--- config.mk ---
export PLATFORM = sky130hd
export DESIGN_NAME = cal_sequencer
export DESIGN_NICKNAME = d
export VERILOG_FILES = /design/src/cal_pkg.sv /design/src/cal_sequencer.sv /design/src/cal_sync2.sv /design/src/cal_trim_bank.sv
export SDC_FILE = /design/constraint.sdc
export NUM_CORES = 1
export LEC_CHECK = 0
export BUFFER_PORTS_ARGS = -buffer_cell sky130_fd_sc_hd__buf_4
export CAP_MARGIN = 20
export CORE_MARGIN = 2
export CORE_UTILIZATION = 35
export CTS_BUF_LIST = sky130_fd_sc_hd__clkbuf_2
export DETAILED_ROUTE_END_ITERATION = 6
export HOLD_SLACK_MARGIN = 0.06
export MAX_ROUTING_LAYER = met4
export SLEW_MARGIN = 20
export SYNTH_ARGS = -nofsm -noshare
export SYNTH_HDL_FRONTEND = slang
export SYNTH_SLANG_ARGS = --single-unit
--- constraint.sdc ---
create_clock -name clk_sys -period 2.4 [get_ports clk_sys]
set_input_delay 0.48 -clock clk_sys [delete_from_list [all_inputs] [get_ports clk_sys]]
set_output_delay 0.48 -clock clk_sys [all_outputs]
set_load 0.05 [all_outputs]
--- src/cal_pkg.sv ---
// package of constants for the converter core calibration sequencer
// Operation
// - foreground calibration forces every channel to mid-code
// - six cores; a,b,c,d served by 0,1,4,5
// - quad: spare 2 covers 0/1, 3 covers 4/5
// - dual and single variants use spare 2 only
// - foreground calibration runs automatically after reset
// - trigger from pin or software bit, selectable
// - background mode never interrupts output data
// - background rotation repeats without end
// - only one core calibrates at any time
// - background calibration uses internal reference, not inputs
// - trims reset to factory values, read and writable
package cal_pkg;
	localparam int num_cores = 6;
	localparam int num_channels = 4;
	localparam int sample_width = 9;
	localparam logic [sample_width-1:0] mid_code = 9'h000;
	// register byte offsets: two documented, the rest placed in a free block
	localparam logic [7:0] reg_core_source_switch_delay = 8'h9a;
	localparam logic [7:0] reg_mux_select_delay = 8'h9b;
	localparam logic [7:0] reg_cal_control = 8'h80;
	localparam logic [7:0] reg_cal_status = 8'h84;
	localparam logic [7:0] reg_trim_base = 8'hc0;
	localparam logic [7:0] reg_trim_last = 8'hd7;
	// control register fields
	localparam int ctl_background_cal_enable = 0;
	localparam int ctl_trigger_source_select = 1;
	localparam int ctl_software_cal_trigger = 2;
	localparam int ctl_foreground_offset_cal_enable = 3;
	localparam int ctl_background_offset_cal_enable = 4;
	localparam logic [7:0] ctl_reset = 8'h00;
	// status register fields
	localparam int sts_fg_done = 0;
	localparam int sts_busy = 1;
	// variants
	localparam logic [1:0] variant_quad = 2'h0;
	localparam logic [1:0] variant_dual = 2'h1;
	localparam logic [1:0] variant_single = 2'h2;
	// timing: duration of one core calibration pass
	localparam int cal_time_us = 100;
	localparam int clk_mhz = 50;
	localparam int cal_cycles = cal_time_us * clk_mhz;
	localparam logic [7:0] delay_reset = 8'h00;
	localparam logic [7:0] trim_factory_default = 8'h80;
endpackage

--- src/cal_sequencer.sv ---
// calibration sequencer top: avalon slave, foreground and background calibration
`timescale 1ns/100ps
`default_nettype none
module cal_sequencer #(
	parameter int cal_cycles = cal_pkg::cal_cycles,
	parameter logic [1:0] variant = cal_pkg::variant_quad
) (
	input wire logic clk_sys, // system clock, 50 mhz
	input wire logic reset_n, // synchronous reset, active low
	input wire logic [7:0] avs_address, // byte address
	input wire logic avs_read, // read request
	input wire logic avs_write, // write request
	input wire logic [31:0] avs_writedata, // write data
	input wire logic [3:0] avs_byteenable, // byte enables
	output logic [31:0] avs_readdata, // read data
	output logic avs_waitrequest, // stall
	input wire logic cal_trigger_pin, // external trigger pin, asynchronous
	input wire logic [3:0][8:0] core_sample, // raw samples of cores 0..3 order below
	input wire logic [8:0] core4_sample, // raw sample of core 4
	input wire logic [8:0] core5_sample, // raw sample of core 5
	output logic [3:0][8:0] channel_out, // channel a..d output samples
	output logic [5:0] core_online, // cores in service
	output logic [5:0] core_calibrating, // core under calibration, one hot
	output logic core_use_internal_ref, // calibrating core sees internal reference
	output logic cal_done // foreground calibration finished
);
	typedef enum logic [4:0] {
		st_fg = 5'b00001,
		st_idle = 5'b00010,
		st_bg_cal = 5'b00100,
		st_bg_swap = 5'b01000,
		st_bg_mux = 5'b10000
	} seq_state_t;

	typedef struct packed {
		seq_state_t fsm;
		logic [31:0] cnt;
		logic [7:0] ctl;
		logic [7:0] src_dly;
		logic [7:0] mux_dly;
		logic trig_prev;
		logic [2:0] cal_core; // core being calibrated
		logic [2:0] sub_a; // core replaced by spare 2 (or 6 none)
		logic [2:0] sub_d; // core replaced by spare 3
		logic fg_done;
		logic ack;
		logic [31:0] rdata;
		logic [3:0][8:0] chan;
		logic [5:0] online;
		logic [5:0] calib;
		logic int_ref; // registered reference select
	} top_state_t;
	top_state_t st_q, st_d;

	logic trig_pin_s;
	logic trig_sel;
	logic trig_rise;
	logic [7:0] trim_rdata;
	logic trim_hit;
	logic trim_wr;
	logic [4:0] trim_idx;
	logic [5:0][8:0] raw;

	cal_sync2 u_sync (
		.clk_sys(clk_sys),
		.reset_n(reset_n),
		.d(cal_trigger_pin),
		.q(trig_pin_s)
	);

	cal_trim_bank u_trim (
		.clk_sys(clk_sys),
		.reset_n(reset_n),
		.wr_en(trim_wr),
		.idx(trim_idx),
		.wdata(avs_writedata[7:0]),
		.rdata(trim_rdata)
	);

	// one hot of a core number; none for codes above five
	function automatic logic [5:0] core_bit(input logic [2:0] n);
		logic [5:0] r;
		r = 6'h00;
		if (n < 3'd6) begin
			r[n] = 1'b1;
		end
		return r;
	endfunction

	// next core in the rotation of one spare group
	function automatic logic [2:0] next_in_group(input logic [2:0] c, input logic [1:0] v);
		logic [2:0] r;
		r = c;
		unique case (c)
			3'd2: r = 3'd0;
			3'd0: r = (v == cal_pkg::variant_single) ? 3'd2 : 3'd1;
			3'd1: r = 3'd2;
			3'd3: r = 3'd4;
			3'd4: r = 3'd5;
			3'd5: r = 3'd3;
			default: r = 3'd2;
		endcase
		return r;
	endfunction

	// cores fitted on a variant: quad all six, dual 0 to 2, single 0 and 2
	function automatic logic [5:0] fitted_cores(input logic [1:0] v);
		logic [5:0] r;
		r = 6'b000101;
		if (v == cal_pkg::variant_quad) begin
			r = 6'b111111;
		end else if (v == cal_pkg::variant_dual) begin
			r = 6'b000111;
		end
		return r;
	endfunction

	// cores that serve the channels when no spare stands in
	function automatic logic [5:0] home_cores(input logic [1:0] v);
		logic [5:0] r;
		r = 6'b000001;
		if (v == cal_pkg::variant_quad) begin
			r = 6'b110011;
		end else if (v == cal_pkg::variant_dual) begin
			r = 6'b000011;
		end
		return r;
	endfunction

	// settle delay elapsed; a zero delay costs only the state's own cycle
	function automatic logic delay_over(input logic [31:0] c, input logic [7:0] d);
		return c >= 32'(d);
	endfunction

	assign raw = {core5_sample, core4_sample, core_sample[3], core_sample[2], core_sample[1], core_sample[0]};
	// pin or software bit chosen by trigger source select
	assign trig_sel = st_q.ctl[cal_pkg::ctl_trigger_source_select] ? trig_pin_s
		: st_q.ctl[cal_pkg::ctl_software_cal_trigger];
	assign trig_rise = trig_sel && !st_q.trig_prev;
	assign trim_hit = (avs_address >= cal_pkg::reg_trim_base) && (avs_address <= cal_pkg::reg_trim_last);
	assign trim_idx = trim_hit ? 5'(avs_address - cal_pkg::reg_trim_base) : 5'h1f;
	// trim write lands on the answered edge, like every other register
	assign trim_wr = avs_write && trim_hit && avs_byteenable[0] && st_q.ack;

	always_comb begin
		logic [2:0] src;
		logic [2:0] serve;
		logic quad;
		src = 3'd0;
		serve = 3'd0;
		quad = (variant == cal_pkg::variant_quad);
		st_d = st_q;
		st_d.trig_prev = trig_sel;
		// bus slave: one wait cycle then ack for every access
		st_d.ack = (avs_read || avs_write) && !st_q.ack;
		// a write lands on the answered edge only, never while the master is stalled
		if (avs_write && avs_byteenable[0] && st_q.ack) begin
			unique case (avs_address)
				cal_pkg::reg_cal_control: st_d.ctl = {3'h0, avs_writedata[4:0]};
				cal_pkg::reg_core_source_switch_delay: st_d.src_dly = avs_writedata[7:0];
				cal_pkg::reg_mux_select_delay: st_d.mux_dly = avs_writedata[7:0];
				default: ;
			endcase
		end
		if ((avs_read || avs_write) && !st_q.ack) begin
			st_d.rdata = 32'h0000_0000;
			if (avs_read) begin
				unique case (avs_address)
					cal_pkg::reg_cal_control: st_d.rdata = {24'h0, st_q.ctl};
					cal_pkg::reg_cal_status: st_d.rdata = {30'h0, st_q.fsm == st_fg, st_q.fg_done};
					cal_pkg::reg_core_source_switch_delay: st_d.rdata = {24'h0, st_q.src_dly};
					cal_pkg::reg_mux_select_delay: st_d.rdata = {24'h0, st_q.mux_dly};
					default: st_d.rdata = trim_hit ? {24'h0, trim_rdata} : 32'h0000_0000;
				endcase
			end
		end
		// sequencing
		unique case (st_q.fsm)
			st_fg: begin
				st_d.fg_done = 1'b0;
				st_d.online = 6'h00;
				st_d.calib = 6'h00;
				if (st_q.cnt >= 32'(cal_cycles - 1)) begin
					st_d.cnt = 32'h0;
					st_d.fg_done = 1'b1;
					st_d.fsm = st_idle;
				end else begin
					st_d.cnt = st_q.cnt + 32'h1;
				end
			end
			st_idle: begin
				st_d.online = home_cores(variant);
				st_d.calib = 6'h00;
				st_d.sub_a = 3'd6;
				st_d.sub_d = 3'd6;
				if (st_q.ctl[cal_pkg::ctl_background_cal_enable]) begin
					st_d.fsm = st_bg_cal;
					st_d.cal_core = 3'd2; // spare starts calibrating
					st_d.cnt = 32'h0;
				end else if (trig_rise) begin
					st_d.fsm = st_fg;
					st_d.cnt = 32'h0;
				end
			end
			st_bg_cal: begin
				st_d.calib = core_bit(st_q.cal_core);
				if (!st_q.ctl[cal_pkg::ctl_background_cal_enable]) begin
					st_d.fsm = st_idle;
				end else if (st_q.cnt >= 32'(cal_cycles - 1)) begin
					st_d.cnt = 32'h0;
					st_d.fsm = st_bg_swap;
				end else begin
					st_d.cnt = st_q.cnt + 32'h1;
				end
			end
			st_bg_swap: begin
				// calibrated core stays offline until its source switch has settled
				st_d.calib = 6'h00;
				if (!delay_over(st_q.cnt, st_q.src_dly)) begin
					st_d.cnt = st_q.cnt + 32'h1;
				end else begin
					// calibrated core goes into service for the next; output never stops
					st_d.cnt = 32'h0;
					serve = next_in_group(st_q.cal_core, variant);
					if (st_q.cal_core <= 3'd2) begin
						st_d.sub_a = (serve == 3'd2) ? 3'd6 : serve;
					end else begin
						st_d.sub_d = (serve == 3'd3) ? 3'd6 : serve;
					end
					// alternate groups on quad so both spares rotate, one core at a time
					if (quad) begin
						st_d.cal_core = (st_q.cal_core <= 3'd2) ? (st_q.sub_d == 3'd6 ? 3'd3 : st_q.sub_d)
							: (st_q.sub_a == 3'd6 ? 3'd2 : st_q.sub_a);
					end else begin
						st_d.cal_core = serve;
					end
					st_d.fsm = st_bg_mux;
				end
			end
			st_bg_mux: begin
				// channel mux settles on its new source before the next pass starts
				st_d.calib = 6'h00;
				if (delay_over(st_q.cnt, st_q.mux_dly)) begin
					st_d.cnt = 32'h0;
					st_d.fsm = st_bg_cal;
				end else begin
					st_d.cnt = st_q.cnt + 32'h1;
				end
			end
			default: st_d.fsm = st_idle;
		endcase
		// every fitted core but the one under calibration stays active
		if (st_q.fsm == st_bg_cal || st_q.fsm == st_bg_swap || st_q.fsm == st_bg_mux) begin
			st_d.online = fitted_cores(variant) & ~core_bit(st_q.cal_core);
		end
		st_d.int_ref = |st_d.calib;
		// channel mapping: spare stands in for its substituted core
		for (int ch = 0; ch < cal_pkg::num_channels; ch++) begin
			unique case (ch)
				0: src = 3'd0;
				1: src = 3'd1;
				2: src = 3'd4;
				default: src = 3'd5;
			endcase
			if (st_q.sub_a == src) begin
				src = 3'd2;
			end
			if (st_q.sub_d == src) begin
				src = 3'd3;
			end
			if (st_q.fsm == st_fg) begin
				st_d.chan[ch] = cal_pkg::mid_code;
			end else begin
				st_d.chan[ch] = raw[src];
			end
		end
	end

	// reset starts a foreground calibration automatically
	always_ff @(posedge clk_sys) begin
		if (!reset_n) begin
			st_q <= '0;
			st_q.fsm <= st_fg;
			st_q.ctl <= cal_pkg::ctl_reset;
			st_q.src_dly <= cal_pkg::delay_reset;
			st_q.mux_dly <= cal_pkg::delay_reset;
			st_q.sub_a <= 3'd6;
			st_q.sub_d <= 3'd6;
			st_q.cal_core <= 3'd2;
		end else begin
			st_q <= st_d;
		end
	end

	assign avs_readdata = st_q.rdata;
	assign avs_waitrequest = !st_q.ack;
	assign channel_out = st_q.chan;
	assign core_online = st_q.online;
	assign core_calibrating = st_q.calib;
	assign core_use_internal_ref = st_q.int_ref;
	assign cal_done = st_q.fg_done;
endmodule
`default_nettype wire

--- src/cal_sync2.sv ---
// two flip-flop synchroniser for the calibration trigger pin
`timescale 1ns/100ps
`default_nettype none
module cal_sync2 (
	input wire logic clk_sys, // system clock
	input wire logic reset_n, // synchronous reset, active low
	input wire logic d, // asynchronous level
	output logic q // synchronised level
);
	typedef struct packed {
		logic s1;
		logic s2;
	} sync_state_t;
	sync_state_t st_q, st_d;
	// first stage feeds only the second stage
	always_comb begin
		st_d.s1 = d;
		st_d.s2 = st_q.s1;
	end
	always_ff @(posedge clk_sys) begin
		if (!reset_n) begin
			st_q <= '0;
		end else begin
			st_q <= st_d;
		end
	end
	assign q = st_q.s2;
endmodule
`default_nettype wire

--- src/cal_trim_bank.sv ---
// trim register bank, indexed by kind and core, reset to factory values
`timescale 1ns/100ps
`default_nettype none
module cal_trim_bank #(
	parameter int entries = 24,
	parameter logic [7:0] factory = cal_pkg::trim_factory_default
) (
	input wire logic clk_sys, // system clock
	input wire logic reset_n, // synchronous reset, active low
	input wire logic wr_en, // write strobe
	input wire logic [4:0] idx, // entry index
	input wire logic [7:0] wdata, // write data
	output logic [7:0] rdata // read data of indexed entry
);
	typedef struct packed {
		logic [entries-1:0][7:0] mem;
	} trim_state_t;
	trim_state_t st_q, st_d;
	// factory values are loaded on reset; host may overwrite any entry
	always_comb begin
		st_d = st_q;
		if (wr_en && (int'(idx) < entries)) begin
			st_d.mem[idx] = wdata;
		end
	end
	always_ff @(posedge clk_sys) begin
		if (!reset_n) begin
			st_q <= {entries{factory}};
		end else begin
			st_q <= st_d;
		end
	end
	assign rdata = (int'(idx) < entries) ? st_q.mem[idx] : 8'h00;
endmodule
`default_nettype wire

==> out/qor.log <==
INFO  clock_network  cts.reportedPaths.clkPinSlew=0.10ns
INFO  final_layout   final_layout_size_suffix_gt1_share=21.5%
INFO  sta            final-setup-viol-count=0
INFO  die            die_area=45500squm
INFO  route          routed-via-count=14600
INFO  global_routing grt_pass1_vias=14200
INFO  route          post-route-drc-count=0
INFO  final_layout   num-nets-final=2197
INFO  worst_setup_path setup.worst_path.class=flip-flop to flip-flop
INFO  placement      portBuffers=134
INFO  synthesis      syn-instance-count=1852
INFO  sta            rsz0062_at_grt=true
INFO  synthesis      synth.yosys.seq_area_share=41.9%
INFO  global_routing antenna_found_initial=2
INFO  worst_setup_path cp_data_required_time=3.23ns
INFO  sta            final_hold_viol_count=0
INFO  synthesis      async_reset_ff_share=0%
INFO  synthesis      synth_top_cells_by_area=sky130_fd_sc_hd__dfxtp_1 42%, sky130_fd_sc_hd__nand2_1 6.7%, sky130_fd_sc_hd__mux2i_1 6.6%
INFO  clock_network  cts_buffers=88
INFO  synthesis      combinational_family_with_the_most_area_after_synthesis=simple AND/OR/NAND/NOR gates
INFO  synthesis      synth-main-ff-cell=sky130_fd_sc_hd__dfxtp_1
INFO  die            die_y=213um
INFO  die            die_w=213um
INFO  sta            timing_worst_slew_pin_value=0.929ns
INFO  route          wl_per_cell=18.2um
INFO  sta            timing.final.max_slew_violations=0
INFO  die            ioPinCount=186
INFO  power          worst_ir_drop_vdd=0.000426V
INFO  synthesis      synth_largest_type_area_fraction=41.9%
INFO  sta            timing.slew.headroom=38.0%
INFO  sta            post_route_skew=0.0776ns
INFO  clock_network  clock_sinks=321
INFO  die            fp-row-count=76
INFO  power          power_per_cell_area=670nW/um^2
INFO  worst_setup_path setup.worst_path.start_class=flip-flop
INFO  placement      place_inst=2493
INFO  worst_setup_path timing.critical_path.from=st_q[151]
INFO  clock_network  cts_max_level=3
INFO  synthesis      synth_adder_area_share=1.39%
INFO  route          routed_via_density=5.33
INFO  synthesis      synth-compound-area-share=16.5%
INFO  synthesis      ys_types=76
INFO  global_routing grt_usage=22.2%
INFO  sta            post-route-min-period=2.36ns
INFO  route          detail-route-antenna-nets=0
INFO  final_layout   instances_no_fill=2731
INFO  clock_network  postCtsSetupRepairBufs=0
INFO  synthesis      yosys_warnings=0
INFO  route          detail_route.wirelength=49800um
INFO  worst_hold_path hold_start=avs_address[2]
INFO  route          initialDrtViolationCount=1328
INFO  global_routing grt_first_pass_wirelength=77300um
INFO  synthesis      yosys-mux-area-fraction=9.83%
INFO  synthesis      synth_area=15300squm
INFO  clock_network  cts_tree=done
INFO  sta            fin_setup_tns=0ns
INFO  run            drv_cap=0
INFO  die            placeableCoreArea=43200squm
INFO  power          leakage=7.44nW
INFO  synthesis      synth_area_leader_cell=sky130_fd_sc_hd__dfxtp_1
INFO  placement      globalplace.congestion=0.930
INFO  worst_setup_path worst_setup_path_end_kind=flip-flop
INFO  global_routing grt-ovfl-total=0
INFO  final_layout   num-fill-cells=4368
INFO  route          drt-pass1-iter-count=7
INFO  synthesis      yosys.area_share.xor_xnor=0.171%
INFO  synthesis      synth.most_common_cell=sky130_fd_sc_hd__dfxtp_1
INFO  worst_setup_path timing.rr.start=st_q[151]
INFO  clock_network  clkLatencyLatePin=1.02ns
INFO  synthesis      yosys-top-cells-count=321 x sky130_fd_sc_hd__dfxtp_1, 273 x sky130_fd_sc_hd__nand2_1, 177 x sky130_fd_sc_hd__nor2_1
INFO  sta            layout_worst_path_cycle_share=98.2%
INFO  clock_network  clockRootBuffer=sky130_fd_sc_hd__clkbuf_2
INFO  global_routing grt_start_max_net_pins=113
INFO  sta            hold-worst-slack=0.216ns
INFO  final_layout   area_growth_syn_to_layout=22.1%
INFO  power          power.total=12.5mW
INFO  worst_setup_path arrival=3.19ns
INFO  synthesis      synth_edf_count=0
INFO  sta            max_freq=424MHz
INFO  synthesis      postSynthRegisterBits=321
INFO  placement      hpwl=32600um
INFO  synthesis      avgSynthCellArea=8.28squm
INFO  worst_setup_path path_max_fanout=9
INFO  run_status     status=completed
INFO  clock_network  max-clock-path-buffers=3
INFO  die            initial_core_util=35.5%
INFO  synthesis      post_synth_and_or_nand_nor_area_fraction=21.8%
INFO  worst_hold_path hold_class=input pin to flip-flop
-- worst max-delay path: stages, from the launching register on --
cell,delay [ns]
sky130_fd_sc_hd__dfxtp_1,0.32
sky130_fd_sc_hd__buf_4,0.16
sky130_fd_sc_hd__nand2b_1,0.18
sky130_fd_sc_hd__nor4_1,0.60
sky130_fd_sc_hd__buf_4,0.24
sky130_fd_sc_hd__nand2_1,0.05
sky130_fd_sc_hd__a22oi_1,0.37
sky130_fd_sc_hd__mux2i_1,0.25
sky130_fd_sc_hd__nand2_1,0.07
-- cell type report --
cell class	count	area, sq um	area share (%)
tap	585	732	3.91
clock buffer	125	626	3.34
timing repair buffer	332	2900	15.5
sequential	321	6430	34.3
inverter	27	106	0.568
clock inverter	32	161	0.863
multi-input combinational	1307	7750	41.4
antenna	2	5.00	0.0267
-- layout by cell type (no fill, tap or decap), types with 16 or more instances in the layout --
| master | count |
|---|---|
| sky130_fd_sc_hd__dfxtp_1 | 320 |
| sky130_fd_sc_hd__nand2_1 | 273 |
| sky130_fd_sc_hd__buf_4 | 235 |
| sky130_fd_sc_hd__nor2_1 | 177 |
| sky130_fd_sc_hd__a21oi_1 | 162 |
| sky130_fd_sc_hd__nand3_1 | 137 |
| sky130_fd_sc_hd__clkbuf_2 | 125 |
| sky130_fd_sc_hd__mux2i_1 | 101 |
| sky130_fd_sc_hd__dlygate4sd3_1 | 79 |
| sky130_fd_sc_hd__o21ai_0 | 59 |
| sky130_fd_sc_hd__and2_1 | 33 |
| sky130_fd_sc_hd__mux2_2 | 32 |
| sky130_fd_sc_hd__o22ai_1 | 30 |
| sky130_fd_sc_hd__a222oi_1 | 25 |
| sky130_fd_sc_hd__inv_1 | 24 |
| sky130_fd_sc_hd__conb_1 | 24 |
| sky130_fd_sc_hd__clkinv_1 | 21 |
| sky130_fd_sc_hd__o221ai_1 | 20 |
| sky130_fd_sc_hd__ha_1 | 17 |
| sky130_fd_sc_hd__nor2b_1 | 16 |
| sky130_fd_sc_hd__buf_12 | 16 |
-- state kept, by name, indices dropped and copies added (netlist names) --
| register | count |
|---|---|
| st_q | 69 |
| core_use_internal_ref | 1 |
| u_sync.st_d | 1 |
| cal_done | 1 |
| core_online | 6 |
| u_sync.q | 1 |
| avs_readdata | 8 |
| core_calibrating | 6 |
| u_trim.st_q | 192 |
| channel_out | 36 |
-- path summary, 6_finish.rpt --
path	endpoint	slack, ns	depth (start not counted)
max	st_q[87]	0.04	8
min	avs_readdata[2]	0.22	6
max reg2reg	st_q[87]	0.04	8
min reg2reg	st_q[135]	0.45	2
-- repair_timing --
action,in CTS,in global routing
resized for setup,3,6
endpoints found under the setup margin,5,11
pin swaps,1,1
hold buffers,79,0
hold endpoints to repair,291,0
-- where the power goes --
part           leakage (nW)  switching, mW  total, mW  internal (mW)
sequential             2.59          0.119       5.67           5.55
combinational          4.24           1.92       2.95           1.03
clock                 0.603           2.40       3.92           1.52
total                  7.44           4.43       12.5           8.10
-- routing by layer --
metal,share of wire [%],track usage [%],up-vias
li1,-,-,6955
met1,42,26.8,6898
met2,48,36.5,597
met3,7.2,4.66,116
met4,2.9,8.12,0
met5,0,-,-
-- per-stage QoR --
stage          worst slack, ns  utilization [%]  area (sq um)
6_report                0.0441             43.3         18700
5_1_grt               -0.00955             43.3         18700
4_1_cts                 0.0218             43.3         18700
3_5_place_dp          -0.00931             39.6         17100
3_3_place_gp           -0.0467             39.6         17100
2_1_floorplan            0.211                -         15400
-- cells by family (layout without fill, tap and decap cells) --
family / after synthesis / after routing
AOI/OAI and AO/OA: 394 / 394
xor gates and xnor gates: 3 / 3
DFF: 321 / 321
and+or+nand+nor: 730 / 730
buffers and inverters: 247 / 516
muxes: 139 / 139
adders and majority gates: 17 / 17
other: 1 / 26
Power figures use the tool's default switching activity.
